`src/design/psfs_pkg.sv`:
```
// Purpose: Shared constants and types for the position sensor fault signalling block
// Assumes: 25 MHz core clock
// Notes:   Settling time is kept in microseconds and converted to cycles here
`default_nettype none
package psfs_pkg;
  localparam int unsigned CLK_HZ               = 25_000_000;
  localparam int unsigned POWER_UP_SETTLE_US   = 10;
  localparam int unsigned SETTLE_CYCLES        =
    (POWER_UP_SETTLE_US * (CLK_HZ / 1_000_000) > 0) ?
    POWER_UP_SETTLE_US * (CLK_HZ / 1_000_000) : 1;
  localparam int unsigned SYNC_STAGES          = 2;

  typedef struct packed {
    logic phase_a;
    logic phase_b;
    logic index;
  } psfs_quad_t;

  typedef struct packed {
    logic too_strong;
    logic too_weak;
    logic drift_near;
    logic drift_far;
  } psfs_field_t;

  typedef enum logic [2:0] {
    PSFS_SETTLE = 3'h1,
    PSFS_WAIT   = 3'h2,
    PSFS_RUN    = 3'h4
  } psfs_state_t;
endpackage
`default_nettype wire

```
`src/design/psfs_top.sv`:
```
// Purpose: Fault signalling on field flags and incremental outputs
// Assumes: rst is the power-on reset; field status and quadrature come from on-chip logic
// Notes:   Open-drain flags are pull-down enables; the pad and pull-ups are outside
// Function
// - Field out of range pulls both field flags low.
// - Drift one way pulls only near flag (approaching) or far flag (receding); drift both ways pulls both.
// - No fault leaves both flags released for pull-ups.
// - Sensor supply loss reads low on both flags; host ties pull-ups to sensor supply.
// - Index high only while both phases low; never all three high outside the power-up hold.
// - After power-on reset all three outputs high until select goes low.
// - Select low at power-up holds outputs high until the settling count is reached and offset compensation finishes.
`default_nettype none
module psfs_top #(
  parameter int unsigned SETTLE_CYCLES = psfs_pkg::SETTLE_CYCLES
) (
  // Clock and reset
  input  wire logic                  clk,
  input  wire logic                  rst,
  // Host select pin
  input  wire logic                  unit_select_n,
  // On-chip status
  input  wire psfs_pkg::psfs_field_t field_status,
  input  wire psfs_pkg::psfs_quad_t  quad_in,
  input  wire logic                  offset_done,
  // Field flag pads
  output logic                       magnet_near_flag_n_o,
  output logic                       magnet_near_flag_n_oe,
  output logic                       magnet_far_flag_n_o,
  output logic                       magnet_far_flag_n_oe,
  // Incremental outputs
  output psfs_pkg::psfs_quad_t       quad_out,
  output logic                       diag_hold
);
  localparam int CW = $clog2(SETTLE_CYCLES + 1);

  logic                  sel_n_sync;
  psfs_pkg::psfs_state_t state_ff;
  psfs_pkg::psfs_state_t nxt_state;
  logic [CW-1:0]         cnt_ff;
  logic [CW-1:0]         nxt_cnt;
  logic                  near_oe_ff;
  logic                  far_oe_ff;
  logic                  nxt_near_oe;
  logic                  nxt_far_oe;
  psfs_pkg::psfs_quad_t  quad_ff;
  psfs_pkg::psfs_quad_t  nxt_quad;
  logic                  hold_ff;
  logic                  nxt_hold;
  logic                  out_of_range;
  logic                  settled;

  // Select is a pin: two flops before the state machine reads it
  psfs_sync #(
    .RESET_VAL (1'b1)
  ) u_sel_sync (
    .clk  (clk),
    .rst  (rst),
    .din  (unit_select_n),
    .dout (sel_n_sync)
  );

  // Select stays refused until the count is reached and offset compensation ended
  assign settled = (cnt_ff >= CW'(SETTLE_CYCLES)) && offset_done;

  // Power-up diagnostic state machine
  always_comb begin
    nxt_state = state_ff;
    nxt_cnt   = cnt_ff;
    case (state_ff)
      psfs_pkg::PSFS_SETTLE: begin
        // Counter saturates so a late offset_done cannot wrap it
        if (cnt_ff < CW'(SETTLE_CYCLES)) begin
          nxt_cnt = cnt_ff + CW'(1);
        end
        if (settled) begin
          nxt_state = psfs_pkg::PSFS_WAIT;
        end
      end
      psfs_pkg::PSFS_WAIT: begin
        if (!sel_n_sync) begin
          nxt_state = psfs_pkg::PSFS_RUN;
        end
      end
      psfs_pkg::PSFS_RUN: begin
        nxt_state = psfs_pkg::PSFS_RUN;
      end
      // An illegal state code restarts settling
      default: begin
        nxt_state = psfs_pkg::PSFS_SETTLE;
        nxt_cnt   = '0;
      end
    endcase
  end

  // Field flags and incremental outputs
  // Out of range overrides drift, so both flags pull together
  always_comb begin
    out_of_range = field_status.too_strong || field_status.too_weak;
    nxt_near_oe  = out_of_range || field_status.drift_near;
    nxt_far_oe   = out_of_range || field_status.drift_far;
    nxt_hold     = (state_ff != psfs_pkg::PSFS_RUN);
    if (state_ff != psfs_pkg::PSFS_RUN) begin
      nxt_quad = '{phase_a: 1'b1, phase_b: 1'b1, index: 1'b1};
    end else begin
      nxt_quad       = quad_in;
      nxt_quad.index = quad_in.index && !quad_in.phase_a && !quad_in.phase_b;
    end
  end

  // Reset puts every output at its power-up level
  always_ff @(posedge clk) begin
    if (rst) begin
      state_ff   <= psfs_pkg::PSFS_SETTLE;
      cnt_ff     <= '0;
      near_oe_ff <= 1'b0;
      far_oe_ff  <= 1'b0;
      quad_ff    <= 3'h7;
      hold_ff    <= 1'b1;
    end else begin
      state_ff   <= nxt_state;
      cnt_ff     <= nxt_cnt;
      near_oe_ff <= nxt_near_oe;
      far_oe_ff  <= nxt_far_oe;
      quad_ff    <= nxt_quad;
      hold_ff    <= nxt_hold;
    end
  end

  // Open-drain: output value is always low, only the enable moves
  assign magnet_near_flag_n_o  = 1'b0;
  assign magnet_far_flag_n_o   = 1'b0;
  assign magnet_near_flag_n_oe = near_oe_ff;
  assign magnet_far_flag_n_oe  = far_oe_ff;
  assign quad_out              = quad_ff;
  // Registered beside quad_out so both leave the hold on the same edge
  assign diag_hold             = hold_ff;

  // Checks
  both_flags_range_a: assert property (@(posedge clk) disable iff (rst)
    (field_status.too_strong || field_status.too_weak) |=>
      (magnet_near_flag_n_oe && magnet_far_flag_n_oe))
    else $error("out-of-range field did not pull both flags");
  single_drift_flag_a: assert property (@(posedge clk) disable iff (rst)
    (field_status.drift_near && !field_status.drift_far && !field_status.too_strong
     && !field_status.too_weak) |=> (magnet_near_flag_n_oe && !magnet_far_flag_n_oe))
    else $error("near drift did not assert only the near flag");
  far_drift_flag_a: assert property (@(posedge clk) disable iff (rst)
    (field_status.drift_far && !field_status.drift_near && !field_status.too_strong
     && !field_status.too_weak) |=> (magnet_far_flag_n_oe && !magnet_near_flag_n_oe))
    else $error("far drift did not assert only the far flag");
  both_drift_flags_a: assert property (@(posedge clk) disable iff (rst)
    (field_status.drift_near && field_status.drift_far) |=>
      (magnet_near_flag_n_oe && magnet_far_flag_n_oe))
    else $error("drift both ways did not pull both flags");
  flags_released_a: assert property (@(posedge clk) disable iff (rst)
    (field_status == '0) |=> (!magnet_near_flag_n_oe && !magnet_far_flag_n_oe))
    else $error("flag driven with no fault");
  flag_drive_low_a: assert property (@(posedge clk) disable iff (rst)
    !$past(rst) |->
      (magnet_near_flag_n_oe == $past(field_status.too_strong || field_status.too_weak
                                       || field_status.drift_near))
      && (magnet_far_flag_n_oe == $past(field_status.too_strong || field_status.too_weak
                                        || field_status.drift_far)))
    else $error("pull-down enable does not follow the field status");

  // Incremental output checks
  never_all_high_a: assert property (@(posedge clk) disable iff (rst)
    !diag_hold |-> !(quad_out.phase_a && quad_out.phase_b && quad_out.index))
    else $error("all three outputs high in normal operation");
  index_gated_a: assert property (@(posedge clk) disable iff (rst)
    (!diag_hold && quad_out.index) |-> (!quad_out.phase_a && !quad_out.phase_b))
    else $error("index high while a phase is high");

  // Power-up state checks
  reset_outputs_a: assert property (@(posedge clk) disable iff (rst)
    $past(rst) |-> (diag_hold && (quad_out == 3'h7) && !magnet_near_flag_n_oe
                    && !magnet_far_flag_n_oe))
    else $error("outputs not at power-up level after reset");
  hold_until_select_a: assert property (@(posedge clk) disable iff (rst)
    (diag_hold && sel_n_sync) |=> (quad_out == 3'h7) && diag_hold)
    else $error("outputs left power-up state without select");
  select_release_a: assert property (@(posedge clk) disable iff (rst)
    (state_ff == psfs_pkg::PSFS_WAIT && !sel_n_sync) |=> ##1 !diag_hold)
    else $error("select did not release power-up state");
  settle_min_a: assert property (@(posedge clk) disable iff (rst)
    (state_ff == psfs_pkg::PSFS_SETTLE && cnt_ff < CW'(SETTLE_CYCLES)) |=>
      (diag_hold && state_ff == psfs_pkg::PSFS_SETTLE))
    else $error("power-up state left before settling");
  settle_offset_a: assert property (@(posedge clk) disable iff (rst)
    (state_ff == psfs_pkg::PSFS_SETTLE && !offset_done) |=>
      (state_ff == psfs_pkg::PSFS_SETTLE))
    else $error("settling ended before offset compensation");
  settle_count_a: assert property (@(posedge clk) disable iff (rst)
    (state_ff == psfs_pkg::PSFS_SETTLE) ##1 (state_ff == psfs_pkg::PSFS_WAIT) |->
      (($past(cnt_ff) >= CW'(SETTLE_CYCLES)) && $past(offset_done)))
    else $error("settling left before the count was reached");
  run_sticky_a: assert property (@(posedge clk) disable iff (rst)
    (state_ff == psfs_pkg::PSFS_RUN) |=> (state_ff == psfs_pkg::PSFS_RUN))
    else $error("normal operation left without reset");
  run_follow_a: assert property (@(posedge clk) disable iff (rst)
    (state_ff == psfs_pkg::PSFS_RUN) |=>
      (quad_out.phase_a == $past(quad_in.phase_a))
      && (quad_out.phase_b == $past(quad_in.phase_b))
      && (quad_out.index == ($past(quad_in.index) && !$past(quad_in.phase_a)
                             && !$past(quad_in.phase_b))))
    else $error("incremental outputs do not follow the quadrature input");


  // Cover points
  run_cover_c: cover property (@(posedge clk) disable iff (rst) $fell(diag_hold));
  range_cover_c: cover property (@(posedge clk) disable iff (rst)
    magnet_near_flag_n_oe && magnet_far_flag_n_oe);
  drift_cover_c: cover property (@(posedge clk) disable iff (rst)
    magnet_far_flag_n_oe && !magnet_near_flag_n_oe);
  near_cover_c: cover property (@(posedge clk) disable iff (rst)
    magnet_near_flag_n_oe && !magnet_far_flag_n_oe);
  early_sel_cover_c: cover property (@(posedge clk) disable iff (rst)
    state_ff == psfs_pkg::PSFS_SETTLE && !sel_n_sync && cnt_ff == CW'(SETTLE_CYCLES));
endmodule
`default_nettype wire

```
`src/design/psfs_sync.sv`:
```
// Purpose: Two-flop synchroniser for one asynchronous level
// Assumes: Input is a pin outside the clock domain
// Notes:   First flop is read only by the second
`default_nettype none
module psfs_sync #(
  parameter logic RESET_VAL = 1'b1
) (
  // Clock and reset
  input  wire logic clk,
  input  wire logic rst,
  // Level
  input  wire logic din,
  output var  logic dout
);
  logic meta_ff;
  logic sync_ff;
  logic nxt_meta;
  logic nxt_sync;

  always_comb begin
    nxt_meta = din;
    nxt_sync = meta_ff;
  end

  always_ff @(posedge clk) begin
    if (rst) begin
      meta_ff <= RESET_VAL;
      sync_ff <= RESET_VAL;
    end else begin
      meta_ff <= nxt_meta;
      sync_ff <= nxt_sync;
    end
  end

  assign dout = sync_ff;
endmodule
`default_nettype wire

```
`config.mk`:
```
export PLATFORM = sky130hd
export DESIGN_NAME = psfs_top
export DESIGN_NICKNAME = d
export VERILOG_FILES = /design/src/design/psfs_pkg.sv /design/src/design/psfs_top.sv /design/src/design/psfs_sync.sv
export SDC_FILE = /design/constraint.sdc
export NUM_CORES = 1
export LEC_CHECK = 0
export ABC_CLOCK_PERIOD_IN_PS = 2800
export BUFFER_PORTS_ARGS = -buffer_cell sky130_fd_sc_hd__buf_2
export CORE_UTILIZATION = 55
export DETAILED_ROUTE_END_ITERATION = 8
export PLACE_DENSITY_LB_ADDON = 0.05
export SLEW_MARGIN = 20
export SYNTH_ARGS = -nofsm -noshare
export SYNTH_HDL_FRONTEND = slang
export SYNTH_SLANG_ARGS = --single-unit
export TNS_END_PERCENT = 5
```
`constraint.sdc`:
```
create_clock -name clk -period 2.8 [get_ports clk]
set_input_delay 0.14 -clock clk [delete_from_list [all_inputs] [get_ports clk]]
set_output_delay 0.14 -clock clk [all_outputs]
set_load 0.03 [all_outputs]
```
==> results.sh, run 1 <==
export IMPL_status="completed"
export IMPL_ctsResizeCount=0
export IMPL_clk_latency_ns=0.30
export IMPL_initial_core_util_pct=58.9
export IMPL_grt_start_max_net_pins=14
export IMPL_hold_viol=0
export IMPL_crit_fanout=8
export IMPL_die_width_um=42.4
export IMPL_yosys_cell_count_top_type="dfxtp_1"
export IMPL_setup_viol_count_final=0
export IMPL_rsz0062_at_grt="no"
export IMPL_cp_data_arrival_time_ns=1.81
export IMPL_drv_cap=0
export IMPL_max_stage_delay_ns=0.54
export IMPL_wl_per_cell_um=12.9
export IMPL_cts_clk_slew_worst_paths_ns=0.10
export IMPL_syn_inst=94
export IMPL_worst_slew_pin_slew_ns=0.666
export IMPL_avgViaCountPerCell=5.60
export IMPL_cp_cell_sequence="nand2b_1, a21oi_2, or4_1, a21boi_1"
export IMPL_finalNetCount=124
export IMPL_worst_slew_margin_rel_pct=55.3
export IMPL_io_buffers=16
export IMPL_cts_buffer_depth=2
export IMPL_synth_area_um2=898
export IMPL_ys_async_sr_fraction_pct=0
export IMPL_cpLargestDelayFamily="simple AND/OR/NAND/NOR gates"
export IMPL_track_usage_pct=20.4
export IMPL_die_area_um2=1800
export IMPL_synth_top_area_cell="dfxtp_1"
export IMPL_grt_antenna_before_repair=0
export IMPL_die_h_um=42.4
export IMPL_fin_util_pct=64.8
export IMPL_powerDensity_nw_per_um2=470
export IMPL_hold_buffers=0
export IMPL_vdd_drop_max_mv=0.327
export IMPL_fmaxAchievable_ghz=0.638
export IMPL_vias=705
export IMPL_setup_worst_path_class="reg2reg"
export IMPL_cts_buffers=3
export IMPL_synth_seq_cells=19
export IMPL_cts_tree="yes"
export IMPL_grt_pass1_vias=620
export IMPL_post_route_min_period_ns=1.57
export IMPL_synth_main_ff_cell="dfxtp_1"
export IMPL_synth_avg_cell_area_um2=9.56
export IMPL_p_leak_nw=0.396
export IMPL_crit_buf_inv=0
export IMPL_cp_start_kind="flop"
export IMPL_min_path_type="in2reg"
export IMPL_ioPinCount=19
export IMPL_grt_pass1_wl_um=2720
export IMPL_rows=14
export IMPL_yosys_top_cells_count="dfxtp_1, nand2_1, nor3_1"
export IMPL_core_um2=1520
export IMPL_cts_root_buf="clkbuf_4"
export IMPL_cp_required_ns=3.04
export IMPL_drc=0
export IMPL_finalCritPeriodShare_pct=55.9
export IMPL_endpoint_kind="flop"
export IMPL_globalplace_congestion=0.759
export IMPL_dpl_hpwl_um=1230
export IMPL_synth_top_area_share_pct=42.3
export IMPL_finalSetupTns_ns=0
export IMPL_yosys_top_cells_area="dfxtp_1, mux2i_1, nor3_1"
export IMPL_final_layout_size_suffix_gt1_share_pct=26.4
export IMPL_grt_overflow=0
export IMPL_fin_worst_skew_ns=0.00693
export IMPL_cts_setup_buffers=0
export IMPL_htreeDepth=1
export IMPL_synth_edf_count=0
export IMPL_ys_types=42
export IMPL_ys_seq_area_share_pct=42.3
export IMPL_first_pass_iters=2
export IMPL_clkSinkCount=19
export IMPL_syn2layout_area_growth_pct=9.89
export IMPL_cp_slowest_cell="or4_1"
export IMPL_ant_nets=0
export IMPL_antenna_cells=0
export IMPL_slew_violations=0
export IMPL_drt_initial_drc_count=7
export IMPL_ys_warn_count=0
export IMPL_wl_um=1620
## registers in the layout (all words and copies together), names as in the netlist
register	flops
cnt_ff	8
diag_hold	1
magnet_far_flag_n_oe	1
magnet_near_flag_n_oe	1
quad_out	3
state_ff	3
u_sel_sync.dout	1
u_sel_sync.meta_ff	1
## placed cells by master (no fill, tap or decap), types with 3 or more instances in the layout
| cell type | netlist | layout |
|---|---|---|
| buf_2 | 0 | 16 |
| nand3_1 | 3 | 3 |
| dfxtp_1 | 19 | 19 |
| nor2_1 | 3 | 3 |
| nor3_1 | 8 | 8 |
| nand2_1 | 8 | 8 |
| mux2i_1 | 4 | 4 |
| clkbuf_4 | 0 | 3 |
| nand2b_1 | 4 | 4 |
| or2_2 | 4 | 4 |
## logic make-up after synthesis
kind of cell,after synthesis,share of synthesized area [%]
simple gates,44,30.4
flops,19,42.3
compound gates,16,13.2
buf+inv,7,5.43
mux,4,4.46
fa+ha+maj,2,2.79
other cells,1,0.417
xor+xnor,1,0.975
## power breakdown
group          internal, W  leakage [nW]  total [W]  switching [W]
combinational    0.0000190         0.226  0.0000419      0.0000228
clock            0.0000556        0.0150   0.000138      0.0000826
sequential        0.000277         0.155   0.000284     0.00000724
## path summary, 6_finish.rpt
check / from / end / slack [ns] / cells after the start
max reg2reg: state_ff[1] / cnt_ff[4] / 1.23 / 4
min reg2reg: u_sel_sync.meta_ff / u_sel_sync.dout / 0.43 / 1
max: state_ff[1] / cnt_ff[4] / 1.23 / 4
min: unit_select_n / u_sel_sync.meta_ff / 0.02 / 2
## stage by stage
stage	setup slack (ns)	power, W	hold slack, ns	cell area (um^2)	std cells
2_1_floorplan	1.31	0.000320	0.244	902	95
3_3_place_gp	1.29	0.000331	0.323	961	122
3_5_place_dp	1.27	0.000333	0.325	961	122
4_1_cts	1.24	0.000470	0.00942	987	126
5_1_grt	1.06	0.000483	0.00610	987	126
6_report	1.23	0.000464	0.0159	987	126
## per-layer routing
| metal | vias to the layer above | routed length (um) | GRT usage [%] |
|---|---|---|---|
| met5 | - | 0 | 0 |
| met4 | 0 | 48 | 15.0 |
| li1 | 368 | - | - |
| met2 | 17 | 744 | 32.3 |
| met1 | 316 | 774 | 25.0 |
| met3 | 4 | 54 | 2.59 |
## layout make-up
| type | instances | area [um^2] |
|---|---|---|
| Clock buffer | 4 | 26.3 |
| Fill cell | 135 | 537 |
| Inverter | 2 | 7.51 |
| Multi-Input combinational cell | 69 | 473 |
| Sequential cell | 19 | 380 |
| Tap cell | 16 | 20.0 |
| Timing Repair Buffer | 16 | 80.1 |
No activity file was read; power rests on OpenSTA's default activity.
==> run 2, diff against run 1 <==
ABC_AREA = 1   (was not set)
ABC_CLOCK_PERIOD_IN_PS = 1500   (was 2800)
CORE_UTILIZATION = 52   (was 55)
clock period = 1.5 ns   (was 2.8 ns; I/O delays follow)
==> results.sh, run 2 <==
export IMPL_reg2reg_to="cnt_ff[5]"
export IMPL_grt_pass1_wl_um=3020
export IMPL_drv_cap=0
export IMPL_globalplace_congestion=0.822
export IMPL_cts_buffer_depth=2
export IMPL_initial_core_util_pct=58.3
export IMPL_die_h_um=44.1
export IMPL_grt_overflow=0
export IMPL_r2r_start="state_ff[0]"
export IMPL_finalCritPeriodShare_pct=89.7
export IMPL_fill_cells=135
export IMPL_grt_antenna_before_repair=0
export IMPL_yosys_cell_count_top_type="nand2_1"
export IMPL_cts_root_buf="clkbuf_4"
export IMPL_dpl_hpwl_um=1360
export IMPL_post_route_min_period_ns=1.35
export IMPL_ant_nets=0
export IMPL_vias=887
export IMPL_io_buffers=16
export IMPL_ioPinCount=19
export IMPL_ys_warn_count=0
export IMPL_cp_start_kind="flop"
export IMPL_crit_fanout=8
export IMPL_core_um2=1580
export IMPL_ys_async_sr_fraction_pct=0
export IMPL_status="completed"
export IMPL_drt_initial_drc_count=18
export IMPL_htreeDepth=1
export IMPL_final_layout_size_suffix_gt1_share_pct=19.6
export IMPL_avgViaCountPerCell=5.10
export IMPL_antenna_cells=0
export IMPL_cp_data_arrival_time_ns=1.53
export IMPL_grt_start_max_net_pins=14
export IMPL_setup_worst_path_class="reg2reg"
export IMPL_ctsResizeCount=0
export IMPL_wl_per_cell_um=10.8
export IMPL_cts_buffers=3
export IMPL_clkSinkCount=19
export IMPL_die_area_um2=1940
export IMPL_cp_cell_sequence="inv_1, nor2_1, nand2_2, o21ai_4, nor2_1, nor2_1, nor2_1"
export IMPL_max_stage_delay_ns=0.37
export IMPL_syn2layout_area_growth_pct=19.3
export IMPL_rows=14
export IMPL_yosys_top_cells_area="dfxtp_1, nand2_1, nor2_1"
export IMPL_cts_clk_slew_worst_paths_ns=0.11
export IMPL_grt_pass1_vias=745
export IMPL_top_register="cnt_ff"
export IMPL_layout_setup_ws_ns=0.155
export IMPL_synth_top_area_share_pct=41.4
export IMPL_crit_top_cell="nor2_1"
export IMPL_cts_setup_buffers=0
export IMPL_cp_required_ns=1.69
export IMPL_reg2reg_depth=7
export IMPL_setup_viol_count_final=0
export IMPL_slew_violations=0
export IMPL_rsz0062_at_grt="no"
export IMPL_largest_reg_flops=8
export IMPL_ys_types=21
export IMPL_synth_seq_cells=19
export IMPL_min_path_type="in2reg"
export IMPL_critPathLaunch="state_ff[0]"
export IMPL_endpoint_kind="flop"
export IMPL_die_width_um=44.1
export IMPL_clk_latency_ns=0.29
export IMPL_hold_buffers=5
export IMPL_wl_um=1880
export IMPL_fin_worst_skew_ns=0.00186
export IMPL_synth_main_ff_cell="dfxtp_1"
export IMPL_finalNetCount=172
export IMPL_power_w=0.000946
export IMPL_synth_top_area_cell="dfxtp_1"
export IMPL_drc=0
export IMPL_final_cell_mix="nand2_1, nor2_1, dfxtp_1"
export IMPL_p_leak_nw=0.489
export IMPL_cp_slowest_cell="dfxtp_1"
export IMPL_vdd_drop_max_mv=0.801
export IMPL_first_pass_iters=4
export IMPL_track_usage_pct=20.8
export IMPL_ys_seq_area_share_pct=41.4
export IMPL_syn_inst=134
export IMPL_final_common_cell="nand2_1"
export IMPL_fmaxAchievable_ghz=0.743
export IMPL_crit_end="cnt_ff[5]"
export IMPL_synth_edf_count=0
export IMPL_finalSetupTns_ns=0
export IMPL_synth_avg_cell_area_um2=6.86
export IMPL_r2r_slack_ns=0.15
export IMPL_powerDensity_nw_per_um2=862
export IMPL_yosys_top_cells_count="nand2_1, nor2_1, dfxtp_1, inv_1, nand3_1"
export IMPL_hold_viol=0
export IMPL_cts_tree="yes"
export IMPL_pre_cts_slack_ns=0.154
export IMPL_synth_area_um2=920
## run 2: layout make-up
type | instances | area (um^2) | share of cell area, %
clock buffers | 3 | 22.5 | 2.05
well taps | 16 | 20.0 | 1.82
inverters | 13 | 48.8 | 4.45
repair buffers | 24 | 155 | 14.1
flip-flops and latches | 19 | 380 | 34.7
multi-input cells | 98 | 465 | 42.4
clock inverters | 1 | 5.00 | 0.456
## run 2: worst min-delay path by stage
stage | startpoint | endpoint | slack, ns | cells after the start
after floorplan | unit_select_n | u_sel_sync.meta_ff | 0.18 | 1
after global placement | unit_select_n | u_sel_sync.meta_ff | 0.26 | 2
after detailed placement | unit_select_n | u_sel_sync.meta_ff | 0.26 | 2
after CTS | field_status[3] | magnet_far_flag_n_oe | 0.003 | 3
after global routing | field_status[3] | magnet_near_flag_n_oe | 0.02 | 3
final | field_status[3] | magnet_near_flag_n_oe | 0.02 | 3
## run 2: cell families (layout without fill, tap and decap cells)
group / after synthesis / in the layout / share of synthesized area, %
and+or+nand+nor: 81 / 81 / 37.3
adders and majority gates: 2 / 2 / 2.72
AOI/OAI and AO/OA: 10 / 10 / 6.94
DFF: 19 / 19 / 41.4
other: 1 / 2 / 0.408
buffers and inverters: 18 / 41 / 8.43
xor gates and xnor gates: 3 / 3 / 2.86
## run 2: metal layers
layer  track usage (%)  routed length, um  vias up
met3              4.90                127        0
met2              34.7                901       35
met4              4.24                  0        0
met1              27.5                850      388
li1                  -                  -      464
met5                 0                  0        -
## run 2: per-stage QoR
step / instances / cell area (um^2) / utilization (%) / hold WS [ns]
6_report: 174 / 1100 / 69.6 / 0.0157
5_1_grt: 174 / 1100 / 69.6 / 0.0197
4_1_cts: 173 / 1090 / 69.0 / 0.00265
3_5_place_dp: 164 / 1010 / 64.0 / 0.263
3_3_place_gp: 164 / 1010 / 64.0 / 0.257
2_1_floorplan: 135 / 923 / - / 0.179
## run 2: worst max-delay path: cells and delay by family, from the launching register on
kind            cells  cell delay [ns]
simple gates        5             0.50
buf+inv             1             0.08
compound gates      1             0.29
flops               1             0.37
## run 2: power by group
part           switching (W)  total [W]  internal (W)
Sequential         0.0000261   0.000552      0.000526
Combinational      0.0000833   0.000138     0.0000543
Clock               0.000157   0.000256     0.0000991
Total               0.000266   0.000946      0.000679
==> run 3, diff against run 2 <==
CELL_PAD_IN_SITES_DETAIL_PLACEMENT = 0   (was not set)
CELL_PAD_IN_SITES_GLOBAL_PLACEMENT = 1   (was not set)
CORE_UTILIZATION = 36   (was 52)
==> results.sh, run 3 (synthesis gave the netlist of run 2 again) <==
export IMPL_status="completed"
export IMPL_first_pass_iters=4
export IMPL_grt_pass1_wl_um=3350
export IMPL_grt_pass1_vias=803
export IMPL_cp_start_kind="flop"
export IMPL_crit_top_cell="nor2_1"
export IMPL_finalNetCount=174
export IMPL_final_cell_mix="nand2_1, nor2_1, dfxtp_1"
export IMPL_drt_initial_drc_count=18
export IMPL_rsz0062_at_grt="no"
export IMPL_drv_cap=0
export IMPL_crit_buf_inv=1
export IMPL_cts_setup_buffers=0
export IMPL_hold_buffers=6
export IMPL_track_usage_pct=16.3
export IMPL_clkSinkCount=19
export IMPL_cpLargestDelayFamily="simple AND/OR/NAND/NOR gates"
export IMPL_cp_slowest_cell="dfxtp_1"
export IMPL_cts_root_buf="clkbuf_4"
export IMPL_die_area_um2=2760
export IMPL_final_common_cell="nand2_1"
export IMPL_wl_um=1930
export IMPL_layout_setup_ws_ns=0.167
export IMPL_pre_cts_slack_ns=0.177
export IMPL_io_buffers=16
export IMPL_critPathLaunch="state_ff[0]"
export IMPL_vias=859
export IMPL_cp_cell_sequence="inv_1, nor2_1, nand2_2, o21ai_4, nor2_1, nor2_1, nor2_1"
export IMPL_clk_latency_ns=0.29
export IMPL_r2r_start="state_ff[0]"
export IMPL_fin_worst_skew_ns=0.00472
export IMPL_finalCritPeriodShare_pct=88.9
export IMPL_p_leak_nw=0.502
export IMPL_post_route_min_period_ns=1.33
export IMPL_avgViaCountPerCell=4.57
export IMPL_globalplace_congestion=0.806
export IMPL_cts_clk_slew_worst_paths_ns=0.11
export IMPL_final_layout_size_suffix_gt1_share_pct=20.6
export IMPL_layout_cells_non_filler=188
export IMPL_largest_reg_flops=8
export IMPL_dpl_cell_count=178
export IMPL_cp_required_ns=1.69
export IMPL_antenna_cells=0
export IMPL_grt_start_max_net_pins=14
export IMPL_drc=0
export IMPL_fmaxAchievable_ghz=0.750
export IMPL_hold_viol=0
export IMPL_hold_start="field_status[3]"
export IMPL_ioPinCount=19
export IMPL_htreeDepth=1
export IMPL_die_h_um=52.5
export IMPL_die_width_um=52.5
export IMPL_top_register="cnt_ff"
export IMPL_setup_worst_path_class="reg2reg"
export IMPL_grt_antenna_before_repair=0
export IMPL_syn2layout_area_growth_pct=22.6
export IMPL_crit_fanout=8
export IMPL_core_um2=2320
export IMPL_grt_overflow=0
export IMPL_cp_data_arrival_time_ns=1.53
export IMPL_fill_cells=248
export IMPL_final_seq_area_um2=380
export IMPL_cts_buffers=3
export IMPL_wl_per_cell_um=10.3
export IMPL_setup_viol_count_final=0
export IMPL_multiInputGateArea_um2=465
export IMPL_min_path_type="in2reg"
export IMPL_endpoint_kind="flop"
export IMPL_cts_tree="yes"
export IMPL_ctsResizeCount=0
export IMPL_vdd_drop_max_mv=0.655
export IMPL_slew_violations=0
export IMPL_ant_nets=0
export IMPL_initial_core_util_pct=39.7
export IMPL_cts_buffer_depth=2
export IMPL_rows=17
export IMPL_dpl_hpwl_um=1390
export IMPL_powerDensity_nw_per_um2=848
export IMPL_finalSetupTns_ns=0
export IMPL_max_stage_delay_ns=0.37
## run 3: changes by cell type in the layout (fill, tap and decap cells not counted), sizes merged
| cell | change |
|---|---|
| buf | +2 |
## run 3: through the flow
| step | hold slack, ns | instance area, um^2 | power (W) | util, % |
|---|---|---|---|---|
| after floorplan | 0.179 | 923 | 0.000653 | - |
| after global placement | 0.258 | 1040 | 0.000700 | 44.8 |
| after detailed placement | 0.267 | 1040 | 0.000700 | 44.8 |
| after CTS | 0.00271 | 1130 | 0.000971 | 48.6 |
| after global routing | 0.0246 | 1130 | 0.00102 | 48.6 |
| final | 0.00758 | 1130 | 0.000956 | 48.6 |
## run 3: where the power goes
| part | switching [W] | internal (W) |
|---|---|---|
| logic | 0.0000925 | 0.0000638 |
| registers | 0.0000180 | 0.000526 |
| clock network | 0.000157 | 0.0000992 |
## run 3: metal layers
metal	track usage, %	wire length, um	vias up
met1	22.0	992	376
met3	3.48	54	0
li1	-	-	467
met5	0	0	-
met2	27.0	881	16
met4	2.63	0	0
## run 3: area by class of cell
cell class / count / area share [%]
Inverter: 13 / 4.33
Clock inverter: 1 / 0.444
Multi-Input combinational cell: 98 / 41.3
Timing Repair Buffer: 26 / 15.1
Tap cell: 28 / 3.11
Clock buffer: 3 / 2.00
Sequential cell: 19 / 33.7
## run 3: worst min-delay path: cells and delay by family
kind | cells | cell delay [ns]
buf+inv | 1 | 0.09
simple gates | 2 | 0.12
## run 3: final timing paths
path              slack (ns)                     to  depth (start not counted)
setup / recovery        0.17              cnt_ff[6]                          7
hold / removal         0.008  magnet_near_flag_n_oe                          3
hold reg to reg         0.42        u_sel_sync.dout                          1
setup reg to reg        0.17              cnt_ff[6]                          7
